<file path="src/ddrcd_map.svh">
// Summary of operation
// - commands decode only from chip select, cmd_addr_bus 0-3 and clock enable.
// - select and clock enable taken on rising edges; address on both edges.
// - no_op_cmd is select high, or select low with bits 0-2 high.
// - no_op_cmd never cuts short a running read or write burst.
// - mode_reg_write_cmd: bits 0-3 low; index rise and fall, value on fall.
// - mode_reg_read_cmd: bits 0-2 low, bit 3 high; index split over edges.
// - bits 0,1 low, bit 2 high: refresh one bank or all banks.
// - auto_close_flag high precharges the bank after the access.
// - lowest column bit is never sent and always taken as zero.
// - clock enable low on two edges keeps the current low-power state.
// - leaving self refresh and deep sleep is caught without clock edges.
// - commands resume only once two clock rises and power_down_exit_delay have both passed.
// - enable low with select high at a rising edge enters power-down.
// - enable low, select low, bits 0,1 high, bit 2 low: deep sleep.
`ifndef DDRCD_MAP_SVH
`define DDRCD_MAP_SVH
`define DDRCD_CLK_MHZ 100
`define DDRCD_XP_NS 15
`define DDRCD_XP_CYCLES ((`DDRCD_XP_NS * `DDRCD_CLK_MHZ + 999) / 1000)
`define DDRCD_STABLE_RISES 2
`define DDRCD_BURST_RISES 4
`define DDRCD_BANK_COUNT 8
`define DDRCD_CA_WIDTH 10
`define DDRCD_IDX_LO_POS 4
`define DDRCD_SLICE_POS 7
`define DDRCD_ALL_BANK_POS 4
`define DDRCD_AUTO_CLOSE_POS 0
`endif

</file>
<file path="src/ddrcd_pkg.sv">
`default_nettype none
package ddrcd_pkg;
  typedef enum logic [3:0] {
    CMD_NOP, CMD_MRW, CMD_MRR, CMD_REF_ONE, CMD_REF_ALL, CMD_ACT,
    CMD_WRITE, CMD_READ, CMD_PRE, CMD_BST
  } ddrcd_cmd_type;
  typedef enum logic [1:0] {
    PWR_ACTIVE, PWR_LOW_POWER, PWR_SELF_REFRESH, PWR_DEEP_SLEEP
  } ddrcd_pwr_type;
endpackage : ddrcd_pkg
`default_nettype wire

</file>
<file path="src/ddrcd_decoder.sv">
`timescale 1ns/100ps
`default_nettype none
`include "ddrcd_map.svh"
module ddrcd_decoder #(
  parameter int XP_CYCLES = `DDRCD_XP_CYCLES,
  parameter int BURST_RISES = `DDRCD_BURST_RISES,
  parameter int BANK_COUNT = `DDRCD_BANK_COUNT
) (
  input wire logic clk_sys,
  input wire logic rst,
  input wire logic sys_enable,
  input wire logic mem_clk,
  input wire logic chip_select_n,
  input wire logic mem_clk_enable,
  input wire logic [`DDRCD_CA_WIDTH-1:0] cmd_addr_bus,
  output logic cmd_valid,
  output ddrcd_pkg::ddrcd_cmd_type cmd_code,
  output logic [7:0] mode_reg_index,
  output logic [7:0] mode_reg_value,
  output logic [14:0] row_addr,
  output logic [11:0] col_addr,
  output logic [2:0] slice_select,
  output logic auto_close_flag,
  output logic all_bank_flag,
  output logic illegal_cmd,
  output logic burst_busy,
  output logic auto_precharge_strobe,
  output ddrcd_pkg::ddrcd_pwr_type power_state,
  output logic cmd_ready,
  output logic reinit_needed
);
  // ---------------------------------------------------------------
  // pin synchronisers
  // ---------------------------------------------------------------
  localparam int SW = `DDRCD_CA_WIDTH + 3;
  logic [SW-1:0] pin_meta;
  logic [SW-1:0] pin_sync;
  logic ck_d;
  always_ff @(posedge clk_sys or posedge rst) begin
    if (rst) begin
      pin_meta <= '0;
      pin_sync <= '0;
      ck_d <= 1'b0;
    end else if (sys_enable) begin
      pin_meta <= {mem_clk, chip_select_n, mem_clk_enable, cmd_addr_bus};
      pin_sync <= pin_meta;
      ck_d <= pin_sync[SW-1];
    end
  end
  logic s_ck, s_cs_n, s_cke, rise, fall;
  logic [`DDRCD_CA_WIDTH-1:0] s_ca;
  assign s_ck = pin_sync[SW-1];
  assign s_cs_n = pin_sync[SW-2];
  assign s_cke = pin_sync[SW-3];
  assign s_ca = pin_sync[`DDRCD_CA_WIDTH-1:0];
  assign rise = s_ck & ~ck_d;
  assign fall = ~s_ck & ck_d;

  // ---------------------------------------------------------------
  // edge capture and word joining
  // ---------------------------------------------------------------
  logic cke_prev, cke_cur, cs_cur, half_ok, word_ready;
  logic [`DDRCD_CA_WIDTH-1:0] ca_r, ca_f;
  always_ff @(posedge clk_sys or posedge rst) begin
    if (rst) begin
      cke_prev <= 1'b0;
      cke_cur <= 1'b0;
      cs_cur <= 1'b1;
      ca_r <= '0;
      ca_f <= '0;
      half_ok <= 1'b0;
      word_ready <= 1'b0;
    end else if (sys_enable) begin
      word_ready <= 1'b0;
      if (rise) begin
        cke_prev <= cke_cur;
        cke_cur <= s_cke;
        cs_cur <= s_cs_n;
        ca_r <= s_ca;
        half_ok <= 1'b1;
      end else if (fall && half_ok) begin
        ca_f <= s_ca;
        half_ok <= 1'b0;
        word_ready <= 1'b1;
      end
    end
  end

  function automatic ddrcd_pkg::ddrcd_cmd_type decode_cmd(
    input logic cs_n, input logic [3:0] ca);
    ddrcd_pkg::ddrcd_cmd_type c;
    c = ddrcd_pkg::CMD_NOP;
    if (!cs_n) begin
      casez (ca)
        4'b0000: c = ddrcd_pkg::CMD_MRW;
        4'b1000: c = ddrcd_pkg::CMD_MRR;
        4'b0100: c = ddrcd_pkg::CMD_REF_ONE;
        4'b1100: c = ddrcd_pkg::CMD_REF_ALL;
        4'b??10: c = ddrcd_pkg::CMD_ACT;
        4'b?001: c = ddrcd_pkg::CMD_WRITE;
        4'b?101: c = ddrcd_pkg::CMD_READ;
        4'b1011: c = ddrcd_pkg::CMD_PRE;
        4'b0011: c = ddrcd_pkg::CMD_BST;
        default: c = ddrcd_pkg::CMD_NOP;
      endcase
    end
    return c;
  endfunction : decode_cmd

  // ---------------------------------------------------------------
  // command decode and field extraction
  // ---------------------------------------------------------------
  ddrcd_pkg::ddrcd_cmd_type next_cmd;
  logic accept;
  assign next_cmd = decode_cmd(cs_cur, ca_r[3:0]);
  assign accept = word_ready && cke_prev && cke_cur && cmd_ready;
  always_ff @(posedge clk_sys or posedge rst) begin
    if (rst) begin
      cmd_valid <= 1'b0;
      cmd_code <= ddrcd_pkg::CMD_NOP;
      mode_reg_index <= 8'h00;
      mode_reg_value <= 8'h00;
      row_addr <= 15'h0000;
      col_addr <= 12'h000;
      slice_select <= 3'h0;
      auto_close_flag <= 1'b0;
      all_bank_flag <= 1'b0;
      illegal_cmd <= 1'b0;
    end else if (sys_enable) begin
      cmd_valid <= accept;
      illegal_cmd <= accept && next_cmd == ddrcd_pkg::CMD_REF_ONE &&
                     BANK_COUNT != 8;
      if (accept) begin
        cmd_code <= next_cmd;
        mode_reg_index <= {ca_f[1:0], ca_r[9:`DDRCD_IDX_LO_POS]};
        mode_reg_value <= ca_f[9:2];
        row_addr <= {ca_f[9:8], ca_r[6:2], ca_f[7:0]};
        col_addr <= {ca_f[9:1], ca_r[6:5], 1'b0};
        slice_select <= ca_r[9:`DDRCD_SLICE_POS];
        auto_close_flag <= ca_f[`DDRCD_AUTO_CLOSE_POS];
        all_bank_flag <= ca_r[`DDRCD_ALL_BANK_POS];
      end
    end
  end

  // ---------------------------------------------------------------
  // burst tracking and auto precharge
  // ---------------------------------------------------------------
  // burst length is counted in memory clock rises; data path is elsewhere
  logic [7:0] burst_left;
  logic ac_pending;
  logic is_rw;
  assign is_rw = cmd_valid && (cmd_code == ddrcd_pkg::CMD_READ ||
                               cmd_code == ddrcd_pkg::CMD_WRITE);
  always_ff @(posedge clk_sys or posedge rst) begin
    if (rst) begin
      burst_left <= 8'h00;
      burst_busy <= 1'b0;
      ac_pending <= 1'b0;
      auto_precharge_strobe <= 1'b0;
    end else if (sys_enable) begin
      auto_precharge_strobe <= 1'b0;
      if (is_rw) begin
        burst_left <= 8'(BURST_RISES);
        burst_busy <= 1'b1;
        ac_pending <= auto_close_flag;
      end else if (cmd_valid && cmd_code == ddrcd_pkg::CMD_BST) begin
        burst_left <= 8'h00;
        burst_busy <= 1'b0;
        auto_precharge_strobe <= ac_pending;
        ac_pending <= 1'b0;
      end else if (rise && burst_busy) begin
        // a no-op leaves the count running
        burst_left <= burst_left - 8'h01;
        if (burst_left == 8'h01) begin
          burst_busy <= 1'b0;
          auto_precharge_strobe <= ac_pending;
          ac_pending <= 1'b0;
        end
      end
    end
  end

  // ---------------------------------------------------------------
  // power states and exit timing
  // ---------------------------------------------------------------
  logic [15:0] xp_left;
  logic [1:0] rises_seen;
  always_ff @(posedge clk_sys or posedge rst) begin
    if (rst) begin
      power_state <= ddrcd_pkg::PWR_ACTIVE;
      reinit_needed <= 1'b0;
      xp_left <= 16'h0000;
      rises_seen <= 2'h2;
      cmd_ready <= 1'b1;
    end else if (sys_enable) begin
      cmd_ready <= power_state == ddrcd_pkg::PWR_ACTIVE &&
                   xp_left == 16'h0000 &&
                   rises_seen >= 2'(`DDRCD_STABLE_RISES);
      if (xp_left != 16'h0000) begin
        xp_left <= xp_left - 16'h0001;
      end
      if (rise && rises_seen != 2'h2) begin
        rises_seen <= rises_seen + 2'h1;
      end
      case (power_state)
        ddrcd_pkg::PWR_ACTIVE: begin
          if (rise && cke_cur && !s_cke) begin
            if (s_cs_n) begin
              power_state <= ddrcd_pkg::PWR_LOW_POWER;
            end else if (s_ca[2:0] == 3'h4) begin
              power_state <= ddrcd_pkg::PWR_SELF_REFRESH;
            end else if (s_ca[2:0] == 3'h3) begin
              power_state <= ddrcd_pkg::PWR_DEEP_SLEEP;
            end
          end
        end
        ddrcd_pkg::PWR_LOW_POWER: begin
          // stays put while enable is low, whatever else shows
          if (rise && s_cke) begin
            power_state <= ddrcd_pkg::PWR_ACTIVE;
            xp_left <= 16'(XP_CYCLES);
            rises_seen <= 2'h0;
          end
        end
        ddrcd_pkg::PWR_SELF_REFRESH, ddrcd_pkg::PWR_DEEP_SLEEP: begin
          // clock may be stopped here, so no edge is awaited
          if (s_cke) begin
            // sticky: only a full reset clears the need to reinitialise
            if (power_state == ddrcd_pkg::PWR_DEEP_SLEEP) begin
              reinit_needed <= 1'b1;
            end
            power_state <= ddrcd_pkg::PWR_ACTIVE;
            xp_left <= 16'(XP_CYCLES);
            rises_seen <= 2'h0;
          end
        end
        default: power_state <= ddrcd_pkg::PWR_ACTIVE;
      endcase
    end
  end
endmodule : ddrcd_decoder
`default_nettype wire

</file>
<file path="config.mk">
export PLATFORM = sky130hd
export DESIGN_NAME = ddrcd_decoder
export DESIGN_NICKNAME = d
export VERILOG_FILES = /design/src/ddrcd_pkg.sv /design/src/ddrcd_decoder.sv
export VERILOG_INCLUDE_DIRS = /design/src
export SDC_FILE = /design/constraint.sdc
export NUM_CORES = 1
export LEC_CHECK = 0
export BUFFER_PORTS_ARGS = -buffer_cell sky130_fd_sc_hd__buf_2
export CORE_ASPECT_RATIO = 0.75
export CORE_MARGIN = 8
export CORE_UTILIZATION = 35
export DETAILED_ROUTE_END_ITERATION = 7
export PLACE_DENSITY = 0.51
export SETUP_SLACK_MARGIN = 0.5
export SKIP_LAST_GASP = 1
export SLEW_MARGIN = 40
export SYNTH_ARGS = -nofsm -noshare
export SYNTH_HDL_FRONTEND = slang
export SYNTH_SLANG_ARGS = --single-unit
</file>
<file path="constraint.sdc">
create_clock -name clk_sys -period 6.8 [get_ports clk_sys]
set_clock_uncertainty 0.15 [all_clocks]
set_input_delay 0.34 -clock clk_sys [delete_from_list [all_inputs] [get_ports clk_sys]]
set_output_delay 0.34 -clock clk_sys [all_outputs]
set_load 0.05 [all_outputs]
</file>
==> results of run 1 <==
[routing by layer]
layer  routed length (um)  vias up  GRT usage (%)  share of wire, %
met5                    0        -              0                 0
met4                  126        0          3.480               1.2
met3                  605       11          4.274               5.9
met2                 4549       71          17.17                44
met1                 5052     1671          15.55                49
li1                     -     1630              -                 -
[flip-flops by register name (all words and copies together), names as in the netlist, 7 cells and up]
register,cells
xp_left,16
burst_left,8
mode_reg_value,8
ca_r,10
mode_reg_index,7
pin_sync,13
pin_meta,13
ca_f,10
[kinds of logic (layout without fill, tap and decap cells)]
| family | Yosys count | count (layout) |
|---|---|---|
| and+or+nand+nor | 139 | 139 |
| buffers and inverters | 63 | 108 |
| DFF | 108 | 108 |
| other | 1 | 2 |
| muxes | 60 | 60 |
| AOI/OAI and AO/OA | 59 | 59 |
| adders and majority gates | 5 | 5 |
| xor gates and xnor gates | 7 | 7 |
[synth_stat cells, drive strengths merged (8+ instances only)]
cell | count | share of area [%]
a21oi | 14 | 1.4
buf | 35 | 5.0
clkbuf | 14 | 1.0
dfrtp | 105 | 52
inv | 14 | 1.0
mux2 | 56 | 13
nand2 | 50 | 3.7
nand2b | 8 | 1.0
nor2 | 16 | 1.2
o21ai | 13 | 1.3
or3 | 10 | 1.2
[stage by stage]
stage               worst slack (ps)  total power, mW  util [%]
floorplan                       3469            1.326         -
global placement                3838            1.438     37.45
detailed placement              3784            1.460     37.49
CTS                             4150            1.968     39.53
global route                    4071            2.081     39.59
finish                          4153            1.946     39.59
[how the worst max path moves through the flow]
stage | from | to | slack (ps) | cells after the start
2_1_floorplan | rst | ac_pending | 3470 | 1
3_3_place_gp | sys_enable | xp_left[11] | 3840 | 6
3_5_place_dp | sys_enable | xp_left[11] | 3780 | 6
4_1_cts | sys_enable | xp_left[11] | 4150 | 6
5_1_grt | sys_enable | xp_left[11] | 4070 | 6
6_report | sys_enable | xp_left[11] | 4150 | 6
[layout make-up]
| cell class | count | share of cell area, % |
|---|---|---|
| clock buffer | 11 | 4.313 |
| tap | 180 | 4.002 |
| inverter | 14 | 0.9782 |
| clock inverter | 5 | 0.6447 |
| timing repair buffer | 78 | 7.225 |
| multi-input combinational | 272 | 34.75 |
| sequential | 108 | 48.09 |
[power by group through the flow]
| stage | clock network (mW) | logic, mW | registers, mW |
|---|---|---|---|
| finish | 0.497 | 0.481 | 0.968 |
| global route | 0.542 | 0.544 | 0.996 |
| CTS | 0.518 | 0.483 | 0.968 |
| detailed placement | 0 | 0.481 | 0.979 |
| global placement | 0 | 0.464 | 0.974 |
| floorplan | 0 | 0.365 | 0.960 |
==> impl_metrics.json, run 1 <==
{
  "dr.pass1.iters": 4,
  "clockRootBuffer": "clkbuf_16",
  "cts_tree": "yes",
  "cts_made_buffers": 9,
  "ys_warn_count": 0,
  "syn_inst": 442,
  "clock_sinks": 108,
  "antenna_found_initial": 0,
  "r2r_slack_ps": 4300,
  "final_cell_area_sq_um": 5628,
  "synth_flop_cell": "dfrtp_1",
  "synthDistinctLibCells": 56,
  "vdd_ir_drop_max_mv": 0.1482,
  "syn2layout_area_growth_pct": 12.34,
  "hp-class": "in -> reg",
  "required_ps": 6930,
  "max-cap-violations": 0,
  "ys_async_sr_fraction_pct": 100.0,
  "die_area_sq_um": 18440,
  "clk_latency_ps": 350,
  "max_stage_delay_ps": 590,
  "fin_cells": 668,
  "power.density_nw_per_um2": 345.8,
  "worst_pin_slew_ps": 768.5,
  "dpl-instance-area_sq_um": 5330,
  "synth.area.mux_share_pct": 13.39,
  "regArea_sq_um": 2706,
  "path_clk_slew_ps": 70,
  "timing.rr.start": "xp_left[2]",
  "placementRows": 38,
  "synth_seq_area_share_pct": 54.02,
  "fp.dieH_um": 119.6,
  "num_antenna_cells": 0,
  "grt_util_all_layers_pct": 11.59,
  "critPathArrivalTime_ps": 2770,
  "grt-ovfl-total": 0,
  "yosys.area_share.adder_pct": 1.249,
  "start_kind": "input pin",
  "worstPathBufferInverterCount": 2,
  "clockPowerShare_pct": 25.5,
  "tns_ps": 0,
  "synth.avg_cell_area_sq_um": 11.33,
  "hold_viol": 0,
  "post_cts_buffers": 0,
  "finalSetupViolCount": 0,
  "criticalPathCategory": "in -> reg",
  "fp.dieW_um": 154.2,
  "status": "complete, no violations",
  "syn_area_sq_um": 5010,
  "ys_seq_elements": 108,
  "reg2reg_depth": 4,
  "end_kind": "register",
  "core_area_sq_um": 14220,
  "final_common_cell": "dfrtp_1",
  "seqPwrFrac_pct": 49.8,
  "hold_depth": 2,
  "grt_max_degree": 67,
  "synthXorXnorAreaFrac_pct": 1.224,
  "grt_pass1_vias": 3300,
  "grt_pass1_wl_um": 17230,
  "cts_max_level": 3,
  "drc": 0,
  "drtIter0Drc": 223,
  "r2r_end": "xp_left[11]",
  "synth-edff-count": 0,
  "max_freq_ghz": 0.3778,
  "globalplace.congestion": 0.7783,
  "initial_core_util_pct": 35.24,
  "comb_power_share_pct": 24.7,
  "swShare_pct": 34.34,
  "period_needed_ps": 2647,
  "nFillCells": 1375,
  "clockBufferDepth": 2,
  "hpwlAfterDp_um": 6995,
  "fin_crit_sh_pct": 38.93,
  "place_inst": 650,
  "slew_viol_final": 0,
  "viasPerCell": 5.064,
  "post_drt_wl_per_cell_um": 15.47,
  "hp-start": "cmd_addr_bus[1]",
  "path_delay_family": "simple AND/OR/NAND/NOR gates",
  "path_cells": "buf_2, buf_4, or4b_4, or4_1, or4_1, a21oi_1",
  "ant_nets": 0,
  "ctsHoldBuffers": 1,
  "hold_path_end": "pin_meta[1]",
  "synth_top_family_by_area": "simple AND/OR/NAND/NOR gates",
  "synth_compound_area_share_pct": 8.017,
  "nets": 504,
  "crit_fanout": 55,
  "wirelength_um": 10330,
  "ios": 76,
  "intPower_mw": 1.278,
  "cp_slowest_cell": "or4_1",
  "p_sw_mw": 0.6682,
  "crit_top_cell": "or4_1",
  "final_layout_size_suffix_gt1_share_pct": 31.97,
  "slew_headroom_pct": 48.77,
  "p_leak_nw": 2.734,
  "portBuffers": 73,
  "synth_simple_gate_area_share_pct": 14.89,
  "timing.hold.ws_ps": 64.88,
  "final_cell_mix": "dfrtp_1, buf_2, mux2_2, nand2_1, nor2_1",
  "vias": 3383,
  "rsz0062_at_grt": "false",
  "multiInputGateArea_sq_um": 1956,
  "cts_resized": 0
}
Power figures use the tool's default switching activity.
==> run 2: changes to the inputs <==
==> constraint.sdc (replaced) <==
create_clock -name clk_sys -period 2.6 [get_ports clk_sys]
set_clock_uncertainty 0.15 [all_clocks]
set_input_delay 0.13 -clock clk_sys [delete_from_list [all_inputs] [get_ports clk_sys]]
set_output_delay 0.13 -clock clk_sys [all_outputs]
set_load 0.05 [all_outputs]
==> run 2 against run 1 <==
Clock power rose to 2.6 times the previous value; utilization rose by 2.4 points; highest routed layer unchanged; register-to-register slack worse by 3900 ps; critical path depth down 2; sequential power grew to 2.6 times the previous value; clock-buffer cell count is the same; sequential cell count unchanged; hold slack improved by 87 ps; largest power group unchanged; critical path type is now reg -> reg; first-iteration DRC count rose by 3.6%.
==> impl_metrics.json, run 2 (synthesized netlist as in run 1, its figures left out) <==
{
  "status": "complete, no violations",
  "nFillCells": 1361,
  "utilization_pct": 42.03,
  "hold_viol": 0,
  "finalSetupViolCount": 0,
  "syn2layout_area_growth_pct": 19.28,
  "fin_cells": 698,
  "total_power_mw": 5.332,
  "start_kind": "register",
  "top_register": "xp_left",
  "top_regs": "xp_left (16), pin_meta (13), pin_sync (13)",
  "fin_crit_sh_pct": 85.12,
  "vias": 3562,
  "crit_fanout": 5,
  "dpl-instance-area_sq_um": 5394,
  "final_common_cell": "dfrtp_1",
  "wirelength_um": 10980,
  "viasPerCell": 5.103,
  "path_delay_family": "simple AND/OR/NAND/NOR gates",
  "final_cell_mix": "dfrtp_1, buf_2, mux2_2, nand2_1, buf_4",
  "drtIter0Drc": 231,
  "path_clk_slew_ps": 70,
  "hp-class": "in -> reg",
  "fp.dieH_um": 119.6,
  "criticalPathCategory": "reg -> reg",
  "grt_pass1_vias": 3423,
  "grt_pass1_wl_um": 18460,
  "die_area_sq_um": 18440,
  "largest_reg_flops": 16,
  "initial_core_util_pct": 35.24,
  "antenna_found_initial": 0,
  "max-cap-violations": 0,
  "max_freq_ghz": 0.4519,
  "max_stage_delay_ps": 520,
  "dr.pass1.iters": 4,
  "period_needed_ps": 2213,
  "crit_top_cell": "or4_4",
  "required_ps": 2730,
  "nets": 534,
  "clk_latency_ps": 350,
  "ant_nets": 0,
  "power.density_nw_per_um2": 892.3,
  "slew_viol_final": 0,
  "clock_sinks": 108,
  "worstPathBufferInverterCount": 0,
  "pre_cts_ws_ps": 277.2,
  "drc": 0,
  "globalplace.congestion": 0.7772,
  "grt_util_all_layers_pct": 12.34,
  "portBuffers": 73,
  "cp_slowest_cell": "or4b_4",
  "critPathArrivalTime_ps": 2340,
  "tns_ps": 0,
  "grt_max_degree": 109,
  "num_antenna_cells": 0,
  "fp.dieW_um": 154.2,
  "path_cells": "or4b_4, or4_4, or4_4, a21oi_2",
  "clockRootBuffer": "clkbuf_16",
  "hpwlAfterDp_um": 7264,
  "final_layout_size_suffix_gt1_share_pct": 36.68,
  "clockBufferDepth": 2,
  "vdd_ir_drop_max_mv": 0.3120,
  "final_cell_area_sq_um": 5976,
  "ios": 76,
  "grt-ovfl-total": 0,
  "placementRows": 38,
  "timing.hold.ws_ps": 152.1,
  "place_inst": 657,
  "worst_pin_slew_ps": 647.4,
  "post_drt_wl_per_cell_um": 15.73,
  "slew_headroom_pct": 56.84,
  "core_area_sq_um": 14220,
  "p_leak_nw": 2.875,
  "end_kind": "register",
  "cts_tree": "yes",
  "cts_made_buffers": 9,
  "rsz0062_at_grt": "true",
  "fin_ws_ps": 387.0,
  "cts_max_level": 3
}
==> run 2: cell count changes in the layout (fill, tap and decap cells not counted), moves of 2 or more <==
cell / previous run / this run
buf_4: 2 / 18
dlygate4sd3_1: 1 / 14
or4_4: 0 / 5
a21oi_1: 14 / 10
a21oi_2: 0 / 4
or4_1: 6 / 2
dfrtp_1: 105 / 102
dfrtp_2: 0 / 3
o31ai_1: 7 / 5
o31ai_2: 0 / 2
==> run 2: worst reg2reg max path, delay by kind of cell, from the launching register on <==
family,cells,cell delay [ps]
compound gates,1,140
flops,1,430
simple gates,3,1420
==> run 2: worst paths after layout <==
check                      startpoint                end  cells past startpoint  slack (ps)
setup / recovery           xp_left[2]         xp_left[7]                      4         390
hold / removal             sys_enable        xp_left[12]                      4         150
setup reg to reg           xp_left[2]         xp_left[7]                      4         390
hold reg to reg               ca_r[7]            ca_r[7]                      2         330
max in group asynchronous         rst         xp_left[2]                      4        1430
min in group asynchronous         rst  mode_reg_value[6]                      4         280
==> run 2: area by class of cell <==
class                      count  area, sq um  area share, %
clock buffer                  11        242.7          4.062
multi-input combinational    273         2039          34.13
sequential                   108         2710          45.35
clock inverter                 5        36.28         0.6072
inverter                      14        56.30         0.9422
tap                          180        225.2          3.769
timing repair buffer         107        665.6          11.14
==> run 2: power by group <==
| group | leakage, nW | internal [mW] | switching (mW) |
|---|---|---|---|
| clock network | 0.128 | 0.678 | 0.616 |
| logic | 1.39 | 0.684 | 0.810 |
| registers | 1.35 | 2.12 | 0.423 |
| total | 2.88 | 3.48 | 1.85 |
==> run 2: per-layer routing <==
metal  track usage [%]  vias to the layer above  wire, um
met1             16.82                     1788      5425
met2             18.11                       74      4868
met3             4.562                        4       618
met5                 0                        -         0
li1                  -                     1696         -
met4             3.297                        0        65
==> run 2: what timing repair did <==
action	CTS	global route
gates cloned	1	0
endpoints found under the hold margin	118	0
buffers inserted	6	3
pin swaps	10	2
hold buffers	14	0
setup endpoints to repair	12	12
gates resized for setup	13	8
==> run 3: changes to the inputs <==
--- a/config.mk
+++ b/config.mk
@@ -12,6 +12,7 @@
 export CORE_UTILIZATION = 35
 export DETAILED_ROUTE_END_ITERATION = 7
 export PLACE_DENSITY = 0.51
+export REMOVE_ABC_BUFFERS = 1
 export SETUP_SLACK_MARGIN = 0.5
 export SKIP_LAST_GASP = 1
 export SLEW_MARGIN = 40
==> run 3 against run 2 <==
Via count down 0.36%; wire length up 0.74%; maximum frequency down 1.1%; final cell count up 0.29%; critical endpoint is now xp_left[13]; sequential power about the same; sequential cell count unchanged; register-to-register slack worse by 30 ps; power up 1.6%.
==> impl_metrics.json, run 3 (synthesized netlist as in run 1, its figures left out) <==
{
  "final_common_cell": "dfrtp_1",
  "hold_depth": 4,
  "start_kind": "register",
  "end_kind": "register",
  "hpwlAfterDp_um": 7598,
  "wirelength_um": 11060,
  "reg2reg_depth": 5,
  "top_register": "xp_left",
  "timing.hold.ws_ps": 195.4,
  "core_area_sq_um": 14220,
  "initial_core_util_pct": 35.24,
  "grt-ovfl-total": 0,
  "final_cell_mix": "dfrtp_1, buf_2, mux2_2, nand2_1, buf_4",
  "p_leak_nw": 2.915,
  "drc": 0,
  "hp-start": "sys_enable",
  "cts_made_buffers": 9,
  "criticalPathCategory": "reg -> reg",
  "clk_latency_ps": 340,
  "rsz0062_at_grt": "true",
  "critPathArrivalTime_ps": 2370,
  "grt_pass1_vias": 3677,
  "placementRows": 38,
  "globalplace.congestion": 0.7894,
  "clockBufferDepth": 2,
  "worst_pin_slew_ps": 697.9,
  "r2r_slack_ps": 360,
  "dr.pass1.iters": 4,
  "intPower_mw": 3.594,
  "r2r_end": "xp_left[13]",
  "required_ps": 2730,
  "status": "complete, no violations",
  "hp-class": "in -> reg",
  "post_drt_wl_per_cell_um": 15.80,
  "power.density_nw_per_um2": 899.2,
  "fp.dieH_um": 119.6,
  "nFillCells": 1356,
  "finalSetupViolCount": 0,
  "nets": 536,
  "grt_util_all_layers_pct": 12.50,
  "cp_slowest_cell": "or4b_4",
  "clockPowerShare_pct": 26.2,
  "grt_max_degree": 52,
  "grt_pass1_wl_um": 18730,
  "max-cap-violations": 0,
  "slew_viol_final": 0,
  "drtIter0Drc": 222,
  "crit_fanout": 6,
  "fp.dieW_um": 154.2,
  "max_freq_ghz": 0.4468,
  "vdd_ir_drop_max_mv": 0.4212,
  "swShare_pct": 33.67,
  "num_antenna_cells": 0,
  "cts_max_level": 3,
  "path_cells": "or4b_4, or4_4, buf_6, or3_4, a21oi_2",
  "timing.rr.start": "xp_left[2]",
  "die_area_sq_um": 18440,
  "max_stage_delay_ps": 550,
  "path_clk_slew_ps": 70,
  "vias": 3549,
  "ios": 76,
  "clockRootBuffer": "clkbuf_16",
  "comb_power_share_pct": 26.9,
  "portBuffers": 73,
  "antenna_found_initial": 0,
  "final_layout_size_suffix_gt1_share_pct": 35.77,
  "p_sw_mw": 1.824,
  "hold_path_end": "xp_left[0]",
  "seqPwrFrac_pct": 46.9,
  "clock_sinks": 108,
  "cts_tree": "yes",
  "top_regs": "xp_left (16), pin_meta (13), pin_sync (13)",
  "utilization_pct": 42.39,
  "largest_reg_flops": 16,
  "hold_viol": 0,
  "ant_nets": 0,
  "slew_headroom_pct": 53.47,
  "period_needed_ps": 2238,
  "syn2layout_area_growth_pct": 20.28,
  "fin_crit_sh_pct": 86.08,
  "viasPerCell": 5.070
}
## run 3: power groups by stage
stage / Sequential [mW] / Clock, mW / Combinational, mW
final: 2.54 / 1.42 / 1.46
after global routing: 2.61 / 1.52 / 1.64
after CTS: 2.53 / 1.47 / 1.43
after detailed placement: 2.56 / 0 / 1.31
after global placement: 2.55 / 0 / 1.28
after floorplan: 2.53 / 0 / 0.904
## run 3: metal layers
metal | track usage (%) | part of all wire (%) | vias up
met1 | 17.14 | 51 | 1755
met3 | 3.484 | 4.0 | 8
met2 | 19.05 | 44 | 81
met5 | 0 | 0 | -
li1 | - | - | 1705
met4 | 3.480 | 1.0 | 0
## run 3: layout make-up
class / count / area (sq um) / share of cell area [%]
clock buffer: 12 / 256.5 / 4.257
clock inverter: 4 / 55.05 / 0.9136
timing repair buffer: 110 / 709.4 / 11.77
multi-input combinational: 272 / 2017 / 33.47
sequential: 108 / 2708 / 44.93
inverter: 14 / 55.05 / 0.9136
tap: 180 / 225.2 / 3.738
## run 3: worst max-delay path by stage
| stage | slack [ps] | startpoint | endpoint |
|---|---|---|---|
| floorplan | -520 | rst | ac_pending |
| global placement | 180 | xp_left[2] | xp_left[11] |
| detailed placement | 160 | xp_left[2] | xp_left[11] |
| CTS | 310 | xp_left[0] | xp_left[13] |
| global route | 330 | xp_left[2] | xp_left[13] |
| finish | 360 | xp_left[2] | xp_left[13] |
## run 3: what timing repair did
item | 4_1_cts | 5_1_grt
hold endpoints to repair | 61 | 0
gates cloned | 0 | 0
hold buffers | 15 | 0
buffers inserted | 7 | 1
pin swaps | 8 | 7
setup endpoints to repair | 13 | 17
gates resized for setup | 9 | 10
## run 3: metrics by stage
step | instances | instance area [sq um] | setup TNS, ps | total power [mW] | setup WS [ps]
floorplan | 394 | 4708 | -54670 | 3.435 | -520.6
global placement | 661 | 5431 | 0 | 3.827 | 177.5
detailed placement | 661 | 5431 | 0 | 3.862 | 160.2
CTS | 699 | 5982 | 0 | 5.430 | 312.4
global route | 700 | 6026 | 0 | 5.775 | 326.4
finish | 700 | 6026 | 0 | 5.418 | 361.9
## run 3: critical path: cells and delay by family, from the launching register on
| kind | cells | cell delay [ps] |
|---|---|---|
| simple gates | 3 | 1350 |
| compound gates | 1 | 130 |
| buf+inv | 1 | 150 |
| flops | 1 | 380 |
